$ cat src/gpio_fgh_pkg.sv
// shared constants for the three small gpio ports
package gpio_fgh_pkg;
	// ------------------------------------------------------------
	// register map (byte addresses on the plain register port)
	// ------------------------------------------------------------
	localparam int addr_width = 8;
	localparam logic [7:0] port_seven_data_offset = 8'h09;
	localparam logic [7:0] port_three_data_offset = 8'h0a;
	localparam logic [7:0] port_two_data_offset = 8'h0b;
	localparam logic [7:0] port_three_direction_offset = 8'h0e;
	localparam logic [7:0] port_seven_direction_offset = 8'h0d;
	localparam logic [7:0] port_two_direction_offset = 8'h0f;
	// ------------------------------------------------------------
	// widths and reset values
	// ------------------------------------------------------------
	localparam int seven_width = 7;
	localparam int three_width = 3;
	localparam int two_width = 2;
	localparam logic [7:0] direction_reset = 8'h00;
	localparam logic [7:0] read_unmapped = 8'h00;
endpackage

$ cat src/gpio_ports_f_g_h.sv
// three small gpio ports with timer and keyboard pin hand-over
// Operation
// - the seven-pin port has a data latch bit and a direction bit per pin.
// - the three-pin and two-pin ports each have a data latch and direction bit per pin.
// - reset leaves every data latch unchanged.
// - a direction bit of 1 enables the pin driver and 0 leaves the pin an input.
// - reset clears every implemented direction bit so all pins not owned by a timer start as inputs.
// - a data read returns the latch for output pins and the pin level for input pins.
// - data latch writes are taken whatever the direction, without touching input pins.
// - pins 3..0 of the seven-pin port go to timer a channels 3..0 when enabled there.
// - pins 4 and 5 of the seven-pin port go to timer b channels 0 and 1 when enabled there.
// - on a timer-owned pin the direction bit steers only the read selection.
// - keyboard enable bits 2..0 make the three-pin port pins interrupt inputs.
// - keyboard enable bits 4..3 make the two-pin port pins interrupt inputs.
// - only bits 2..0 of the three-pin direction register exist; the rest read 0.
//
// The implementer's own choice: strobed register access.
`timescale 1ns/1ps
module gpio_ports_f_g_h
	import gpio_fgh_pkg::*;
(
	input wire logic clk,
	input wire logic sys_rst,
	input wire logic [gpio_fgh_pkg::addr_width-1:0] reg_addr,
	input wire logic [7:0] reg_wdata,
	input wire logic reg_write,
	input wire logic reg_read,
	output logic [7:0] reg_rdata,
	input wire logic [gpio_fgh_pkg::seven_width-1:0] seven_pin_in,
	output logic [gpio_fgh_pkg::seven_width-1:0] seven_pin_out,
	output logic [gpio_fgh_pkg::seven_width-1:0] seven_pin_oe,
	input wire logic [gpio_fgh_pkg::three_width-1:0] three_pin_in,
	output logic [gpio_fgh_pkg::three_width-1:0] three_pin_out,
	output logic [gpio_fgh_pkg::three_width-1:0] three_pin_oe,
	input wire logic [gpio_fgh_pkg::two_width-1:0] two_pin_in,
	output logic [gpio_fgh_pkg::two_width-1:0] two_pin_out,
	output logic [gpio_fgh_pkg::two_width-1:0] two_pin_oe,
	input wire logic [3:0] timer_a_channel_io_enable,
	input wire logic [3:0] timer_a_channel_oe,
	input wire logic [3:0] timer_a_channel_out,
	output logic [3:0] timer_a_channel_pins,
	input wire logic [1:0] timer_b_channel_io_enable,
	input wire logic [1:0] timer_b_channel_oe,
	input wire logic [1:0] timer_b_channel_out,
	output logic [1:0] timer_b_channel_pins,
	input wire logic [4:0] keyboard_pin_irq_enable,
	output logic [4:0] keyboard_pin_level
);
	import gpio_fgh_pkg::*;

	// ------------------------------------------------------------
	// state
	// ------------------------------------------------------------
	typedef struct packed {
		logic [seven_width-1:0] seven_data;
		logic [three_width-1:0] three_data;
		logic [two_width-1:0] two_data;
		logic [seven_width-1:0] seven_dir;
		logic [three_width-1:0] three_dir;
		logic [two_width-1:0] two_dir;
		logic [7:0] rdata;
	} port_state_type;
	port_state_type state, next_state;

	logic [seven_width-1:0] seven_level;
	logic [three_width-1:0] three_level;
	logic [two_width-1:0] two_level;
	logic [seven_width-1:0] seven_owned;
	logic [seven_width-1:0] seven_owner_oe;
	logic [seven_width-1:0] seven_owner_out;

	// read selection: latch where direction is 1, pin level otherwise
	function automatic logic [7:0] pick(input logic [7:0] latch, input logic [7:0] dir,
		input logic [7:0] level);
		pick = (latch & dir) | (level & ~dir);
	endfunction

	// ------------------------------------------------------------
	// pin synchronisers
	// ------------------------------------------------------------
	pin_sync #(.width(seven_width)) sync_seven (
		.clk(clk),
		.sys_rst(sys_rst),
		.pin_raw(seven_pin_in),
		.pin_level(seven_level)
	);
	pin_sync #(.width(three_width)) sync_three (
		.clk(clk),
		.sys_rst(sys_rst),
		.pin_raw(three_pin_in),
		.pin_level(three_level)
	);
	pin_sync #(.width(two_width)) sync_two (
		.clk(clk),
		.sys_rst(sys_rst),
		.pin_raw(two_pin_in),
		.pin_level(two_level)
	);

	// ------------------------------------------------------------
	// ownership of the seven-pin port by the timers
	// ------------------------------------------------------------
	// pin 6 has no alternate owner
	assign seven_owned = {1'b0, timer_b_channel_io_enable, timer_a_channel_io_enable};
	assign seven_owner_oe = {1'b0, timer_b_channel_oe, timer_a_channel_oe};
	assign seven_owner_out = {1'b0, timer_b_channel_out, timer_a_channel_out};
	// timers see the synchronised pin level for input capture
	assign timer_a_channel_pins = seven_level[3:0];
	assign timer_b_channel_pins = seven_level[5:4];
	assign keyboard_pin_level = {two_level, three_level};

	pin_mux #(.width(seven_width)) mux_seven (
		.latch(state.seven_data),
		.direction(state.seven_dir),
		.owned(seven_owned),
		.owner_oe(seven_owner_oe),
		.owner_out(seven_owner_out),
		.pin_out(seven_pin_out),
		.pin_oe(seven_pin_oe)
	);
	// keyboard pins are pure inputs while enabled
	pin_mux #(.width(three_width)) mux_three (
		.latch(state.three_data),
		.direction(state.three_dir),
		.owned(keyboard_pin_irq_enable[2:0]),
		.owner_oe(3'h0),
		.owner_out(3'h0),
		.pin_out(three_pin_out),
		.pin_oe(three_pin_oe)
	);
	pin_mux #(.width(two_width)) mux_two (
		.latch(state.two_data),
		.direction(state.two_dir),
		.owned(keyboard_pin_irq_enable[4:3]),
		.owner_oe(2'h0),
		.owner_out(2'h0),
		.pin_out(two_pin_out),
		.pin_oe(two_pin_oe)
	);

	// ------------------------------------------------------------
	// register writes and reads
	// ------------------------------------------------------------
	always_comb begin
		next_state = state;
		next_state.rdata = read_unmapped;
		if (reg_write) begin
			case (reg_addr)
				// latch writes never look at direction
				port_seven_data_offset: next_state.seven_data = reg_wdata[6:0];
				port_three_data_offset: next_state.three_data = reg_wdata[2:0];
				port_two_data_offset: next_state.two_data = reg_wdata[1:0];
				port_seven_direction_offset: next_state.seven_dir = reg_wdata[6:0];
				port_three_direction_offset: next_state.three_dir = reg_wdata[2:0];
				port_two_direction_offset: next_state.two_dir = reg_wdata[1:0];
				default: next_state.rdata = read_unmapped;
			endcase
		end
		if (reg_read) begin
			// direction still picks latch or pin on owned pins
			case (reg_addr)
				port_seven_data_offset: next_state.rdata = pick({1'b0, state.seven_data},
					{1'b0, state.seven_dir}, {1'b0, seven_level});
				port_three_data_offset: next_state.rdata = pick({5'h00, state.three_data},
					{5'h00, state.three_dir}, {5'h00, three_level});
				port_two_data_offset: next_state.rdata = pick({6'h00, state.two_data},
					{6'h00, state.two_dir}, {6'h00, two_level});
				port_seven_direction_offset: next_state.rdata = {1'b0, state.seven_dir};
				port_three_direction_offset: next_state.rdata = {5'h00, state.three_dir};
				port_two_direction_offset: next_state.rdata = {6'h00, state.two_dir};
				default: next_state.rdata = read_unmapped;
			endcase
		end
	end

	// one register process for the whole state; reset clears direction and read data only
	always_ff @(posedge clk or posedge sys_rst) begin
		if (sys_rst) begin
			// latches are left out here so their content survives a reset
			state.seven_dir <= direction_reset[6:0];
			state.three_dir <= direction_reset[2:0];
			state.two_dir <= direction_reset[1:0];
			state.rdata <= read_unmapped;
		end else begin
			state <= next_state;
		end
	end
	assign reg_rdata = state.rdata;
endmodule

$ cat src/pin_mux.sv
// per-pin ownership mux between port latch and an owning module
`timescale 1ns/1ps
module pin_mux #(
	parameter int width = 1
) (
	input wire logic [width-1:0] latch,
	input wire logic [width-1:0] direction,
	input wire logic [width-1:0] owned,
	input wire logic [width-1:0] owner_oe,
	input wire logic [width-1:0] owner_out,
	output logic [width-1:0] pin_out,
	output logic [width-1:0] pin_oe
);
	// owner replaces both enable and value; otherwise latch and direction
	always_comb begin
		for (int i = 0; i < width; i++) begin
			pin_oe[i] = owned[i] ? owner_oe[i] : direction[i];
			pin_out[i] = owned[i] ? owner_out[i] : latch[i];
		end
	end
endmodule

$ cat src/pin_sync.sv
// three-stage synchroniser with agreement filter for pin levels
`timescale 1ns/1ps
module pin_sync #(
	parameter int width = 1
) (
	input wire logic clk,
	input wire logic sys_rst,
	input wire logic [width-1:0] pin_raw,
	output logic [width-1:0] pin_level
);
	typedef struct packed {
		logic [width-1:0] s1;
		logic [width-1:0] s2;
		logic [width-1:0] s3;
		logic [width-1:0] level;
	} sync_state_type;
	sync_state_type state, next_state;
	// ------------------------------------------------------------
	// next state: the level follows only when stages two and three agree
	// ------------------------------------------------------------
	always_comb begin
		next_state = state;
		next_state.s1 = pin_raw;
		next_state.s2 = state.s1;
		next_state.s3 = state.s2;
		for (int i = 0; i < width; i++) begin
			if (state.s2[i] == state.s3[i]) begin
				next_state.level[i] = state.s3[i];
			end
		end
	end
	// registers
	always_ff @(posedge clk or posedge sys_rst) begin
		if (sys_rst) begin
			state <= '0;
		end else begin
			state <= next_state;
		end
	end
	assign pin_level = state.level;
endmodule

$ cat config.mk
export PLATFORM = sky130hd
export DESIGN_NAME = gpio_ports_f_g_h
export DESIGN_NICKNAME = d
export VERILOG_FILES = /design/src/gpio_fgh_pkg.sv /design/src/gpio_ports_f_g_h.sv /design/src/pin_mux.sv /design/src/pin_sync.sv
export SDC_FILE = /design/constraint.sdc
export NUM_CORES = 1
export LEC_CHECK = 0
export BUFFER_PORTS_ARGS = -buffer_cell sky130_fd_sc_hd__buf_2
export CORE_ASPECT_RATIO = 1.4
export CORE_MARGIN = 3
export CORE_UTILIZATION = 54
export DETAILED_ROUTE_END_ITERATION = 16
export HOLD_SLACK_MARGIN = 0.08
export PLACE_DENSITY = 0.87
export SYNTH_ARGS = -nofsm -noshare
export SYNTH_HDL_FRONTEND = slang
export SYNTH_SLANG_ARGS = --single-unit
$ cat constraint.sdc
create_clock -name clk -period 4.1 [get_ports clk]
set_clock_uncertainty 0.15 [all_clocks]
set_input_delay 0.82 -clock clk [delete_from_list [all_inputs] [get_ports clk]]
set_output_delay 0.82 -clock clk [all_outputs]
set_load 0.02 [all_outputs]
### Word level (Yosys, flattened, before mapping)

Index checks and enable logic that the tools add are counted.

| word-level totals | value |
|---|---|
| register bits | 80 |
| logic and storage cells | 89 |
| input port bits | 55 |

| cells by class | value |
|---|---|
| multiplexer cells | 24 |
| reduce and logical (&&, ||, !) cells | 6 |
| eq/ne operators | 18 |
| bitwise operators | 13 |

Operator list:

| operator | number |
|---|---|
| 8-bit by 4-bit equality test with 1-bit output (second input constant) | 6 |
| 8-bit case mux with 6 select lines | 1 |
| 1-bit 2-to-1 mux | 22 |
| 1-bit equality test | 12 |
| 3-bit AND reduction | 3 |
| 2-bit by 8-bit AND with 8-bit output | 1 |
| 3-bit by 8-bit AND with 8-bit output | 1 |
| 7-bit by 8-bit AND with 8-bit output | 1 |
| 8-bit 2-to-1 mux | 1 |
| 2-bit inverter with 8-bit output | 1 |
| 3-bit inverter with 8-bit output | 1 |
| 7-bit inverter with 8-bit output | 1 |
| 2-bit by 8-bit bitwise OR with 8-bit output | 1 |
| 3-bit by 8-bit bitwise OR with 8-bit output | 1 |
| 7-bit by 8-bit bitwise OR with 8-bit output | 1 |
| 7-bit AND | 1 |
| 2-bit AND reduction | 3 |
| 3-bit AND | 1 |
| 2-bit AND | 1 |
| 1-bit inverter | 1 |

### Depth between registers and ports, before layout

| depth | value |
|---|---|
| depth after elaboration | 5 |
| mapped depth | 6 |
| gate-level depth less buffers | 4 |

### Modules after synthesis

A second synthesis with hierarchy kept.

| second synthesis, totals | value |
|---|---|
| cells, all modules | 212 |
| area, all modules | 3210.6 um2 |

Modules (own cells, without submodules):

| module | area each (um2) | seq. area each (um2) | cells each | instances |
|---|---|---|---|---|
| gpio_ports_f_g_h | 1450.1 | 835.8 | 113 | 1 |
| pin_sync (sync_seven) | 835.8 | 700.7 | 43 | 1 |
| pin_sync (sync_three) | 360.3 | 300.3 | 19 | 1 |
| pin_sync (sync_two) | 241.5 | 200.2 | 13 | 1 |
| pin_mux (mux_seven) | 202.7 | 0.0 | 14 | 1 |
| pin_mux (mux_three) | 75.1 | 0.0 | 6 | 1 |
| pin_mux (mux_two) | 45.0 | 0.0 | 4 | 1 |

### Worst setup path before layout

No wires, ideal clock.

| path | value |
|---|---|
| kind | input -> register |
| start | in reg_addr[5] (netlist bit) |
| end | reg state[25] (netlist bit), enable pin |
| arrival | 2.055 ns |
| path slack | 1.515 ns |
| path buffers | 0 |
| stages on the path | 4 |
| data required time | 3.570 ns |
| cells stage by stage | nor4_4 -> nor3b_4 -> nand2_1 -> nor3_1 |

| between the ends | value |
|---|---|
| cells in the longest elaborated chain, start to end | 2 |

Ends and longest elaborated chain:

| item | RTL line | RTL |
|---|---|---|
| start, declared | gpio_ports_f_g_h.sv:24 | `input wire logic [gpio_fgh_pkg::addr_width-1:0] reg_addr,` |
| 8-bit by 4-bit equality test with 1-bit output | gpio_ports_f_g_h.sv:148 | `case (reg_addr)` |
| 3-bit AND reduction (no line) | - |  |
| end signal, assigned | gpio_ports_f_g_h.sv:185 | `state <= next_state;` |
| end, declared | gpio_ports_f_g_h.sv:63 | `port_state_type state, next_state;` |

No other way between the ends.
A chain may end at the register's enable or synchronous reset.

### Worst setup path in the final report

| path | value |
|---|---|
| start | in timer_b_channel_io_enable[1] |
| end | out seven_pin_out[5] (netlist bit) |

| between the ends | value |
|---|---|
| cells in the longest elaborated chain, start to end | 1 |

Ends and longest elaborated chain:

| item | RTL line | RTL |
|---|---|---|
| start, declared | gpio_ports_f_g_h.sv:42 | `input wire logic [1:0] timer_b_channel_io_enable,` |
| 1-bit 2-to-1 mux | pin_mux.sv:18 | `pin_out[i] = owned[i] ? owner_out[i] : latch[i];` |
| end, declared | gpio_ports_f_g_h.sv:30 | `output logic [gpio_fgh_pkg::seven_width-1:0] seven_pin_out,` |

No other way between the ends.

==> results_dict.tcl <==
set metrics [dict create \
    dp.cells 353 \
    cts_tree "yes" \
    die_width_um 69.7 \
    fmax_ghz 0.418 \
    via_per_inst 5.27 \
    fp.dieH_um 95.2 \
    finalSetupViolations 0 \
    synth_compound_area_frac 0.0518 \
    ys_seq_elements 79 \
    grt_pass1_wl_mm 9.66 \
    synth_xor_area_frac 0 \
    io_buffers 95 \
    path_cells "buf_2 > mux2_2 > buf_2" \
    power.total_mw 1.63 \
    hold_viol 0 \
    n_antenna_cell 0 \
    ys_seq_area_frac 0.664 \
    wl_per_cell_um 16.2 \
    timing.final.crit_period_ns 2.39 \
    drt_iter0_drc 103 \
    ir_drop_v 0.000511 \
    pre_cts_ws_ns 1.54 \
    crit_required_ns 3.13 \
    first_pass_iters 4 \
    maxCapViolCount 0 \
    layout_common_cells "buf_2, dfrtp_1, mux2_2" \
    cts_sinks 79 \
    insertion_delay_ns 0.35 \
    async_reset_ff_frac 0.848 \
    core_area_um2 5310 \
    yosysUniqueCellTypes 31 \
    gp_congestion 0.842 \
    rsz0062_at_grt "no" \
    dp_hpwl_mm 4.44 \
    cp_top_family "multiplexers" \
    track_usage 0.194 \
    drtAntennaViolNets 0 \
    cts_setup_buffers 0 \
    pin_count 98 \
    clockBufferDepth 2 \
    htreeDepth 3 \
    synth_nets 262 \
    drive_gt1_frac 0.495 \
    synth_top_family_by_area "multiplexers" \
    path_buf_inv 2 \
    path_class "in -> out" \
    syn_avg_cell_area_um2 14.8 \
    final_common_cell "buf_2" \
    postCtsHoldBufs 0 \
    cp-end-kind "output port" \
    cts-root-buf "clkbuf_8" \
    route.detailed.drc 0 \
    slowest_stage "mux2_2" \
    grt_pass1_vias 1994 \
    clkSlewWorstSetupHoldPaths_ns 0.07 \
    synth-adder-area-share 0.0392 \
    initial_utilization 0.577 \
    netlist_instances 207 \
    ys.flop_type "dfrtp_1" \
    layoutNonFillerInstCount 369 \
    dr_total_vias 1943 \
    hp-class "reg -> reg" \
    cpMostUsedCell "buf_2" \
    slew_viol_final 0 \
    worst_pin_slew_ns 0.687 \
    muxShareOfSynthArea 0.0967 \
    worst_slack_ns 1.71 \
    syn2layout_area_growth_pct 21.4 \
    cts-resized-gates 0 \
    p_leak_nw 1.76 \
    synthesis.area_um2 3070 \
    numCtsBuffers 9 \
    dieArea_um2 6630 \
    cp.arrival_ns 1.42 \
    slowest_delay_ns 0.34 \
    fin_tns_setup_ns 0 \
    crit_fanout 2 \
    antenna_found_initial 0 \
    synth_enable_flop_cells 12 \
    power_density_nw_per_um2 438 \
    grt_max_degree 34 \
    grt_remaining_overflow 0 \
    startpoint_type "input port" \
    nets 353 \
    synthSimpleGateAreaFrac 0.0947 \
    route.final.wire_length_mm 5.96 \
    yosysWarnings 0 \
    fin_crit_sh 0.583 \
    fp-row-count 31 \
    status "finished clean" \
    relSlewSlack 0.541 \
]
## per-layer routing
layer / track usage / vias up / share of wire / wire length [um]
li1: - / 895 / - / -
met1: 0.237 / 948 / 0.39 / 2320
met2: 0.311 / 87 / 0.51 / 3040
met3: 0.0464 / 13 / 0.074 / 441
met4: 0.128 / 0 / 0.027 / 159
met5: 0 / - / 0 / 0
## flip-flops by register name (all words and copies together) (netlist names)
register               count
state                     24
sync_seven.next_state     14
reg_rdata                  7
sync_seven.pin_level       7
sync_seven.state           7
sync_three.next_state      6
sync_two.next_state        4
sync_three.pin_level       3
sync_three.state           3
sync_two.pin_level         2
sync_two.state             2
## Yosys cell counts (2+ instances only)
cell type	n	area, um^2
mux2_2	17	191
o21ai_0	12	60.1
nand4_1	2	12.5
dfrtp_1	67	1680
a211o_1	3	26.3
nor4_1	2	12.5
a21oi_1	11	55.1
nand2b_1	2	12.5
nand2_1	6	22.5
buf_4	14	105
mux2_4	7	105
inv_1	4	15.0
or3b_2	8	70.1
edfxtp_1	12	360
nor2b_1	9	56.3
nor2_1	3	11.3
nand3_1	3	15.0
maj3_1	12	120
## cell families after synthesis
group	count (synthesis)
AOI/OAI and AO/OA	28
muxes	24
and+or+nand+nor	41
adders and majority gates	12
other	1
buffers and inverters	22
DFF	79
## metrics by stage
stage / area [um^2] / hold WS [ns] / utilization
final: 3720 / 0.200 / 0.700
after global routing: 3720 / 0.211 / 0.700
after CTS: 3720 / 0.202 / 0.700
after detailed placement: 3500 / 0.185 / 0.659
after global placement: 3500 / 0.182 / 0.659
after floorplan: 3070 / 0.181 / -
## layout make-up
class	count	area, um^2
Multi-Input combinational cell	106	870
Clock inverter	6	82.6
Timing Repair Buffer	98	498
Sequential cell	79	2040
Tap cell	66	82.6
Inverter	4	15.0
Clock buffer	10	138
Fill cell	375	1590
## power breakdown
group,switching [mW],total [mW],internal [mW]
Sequential,0.0231,0.854,0.831
Clock,0.271,0.628,0.357
Combinational,0.0828,0.149,0.0662
## worst paths after layout
kind	from	end	slack, ns	depth (start not counted)
setup / recovery	timer_b_channel_io_enable[1]	seven_pin_out[5]	1.71	3
setup reg to reg	sync_seven.pin_level[1]$_DFFE_PP0N_	reg_rdata[1]$_DFF_PP0_	2.57	3
max in group asynchronous	sys_rst	sync_seven.next_state[13]$_DFF_PP0_	2.60	3
hold / removal	sync_seven.next_state[20]$_DFF_PP0_	sync_seven.next_state[13]$_DFF_PP0_	0.20	0
min in group asynchronous	sys_rst	reg_rdata[5]$_DFF_PP0_	0.45	2
hold reg to reg	sync_seven.next_state[20]$_DFF_PP0_	sync_seven.next_state[13]$_DFF_PP0_	0.20	0
No activity file was read; power rests on OpenSTA's default activity.
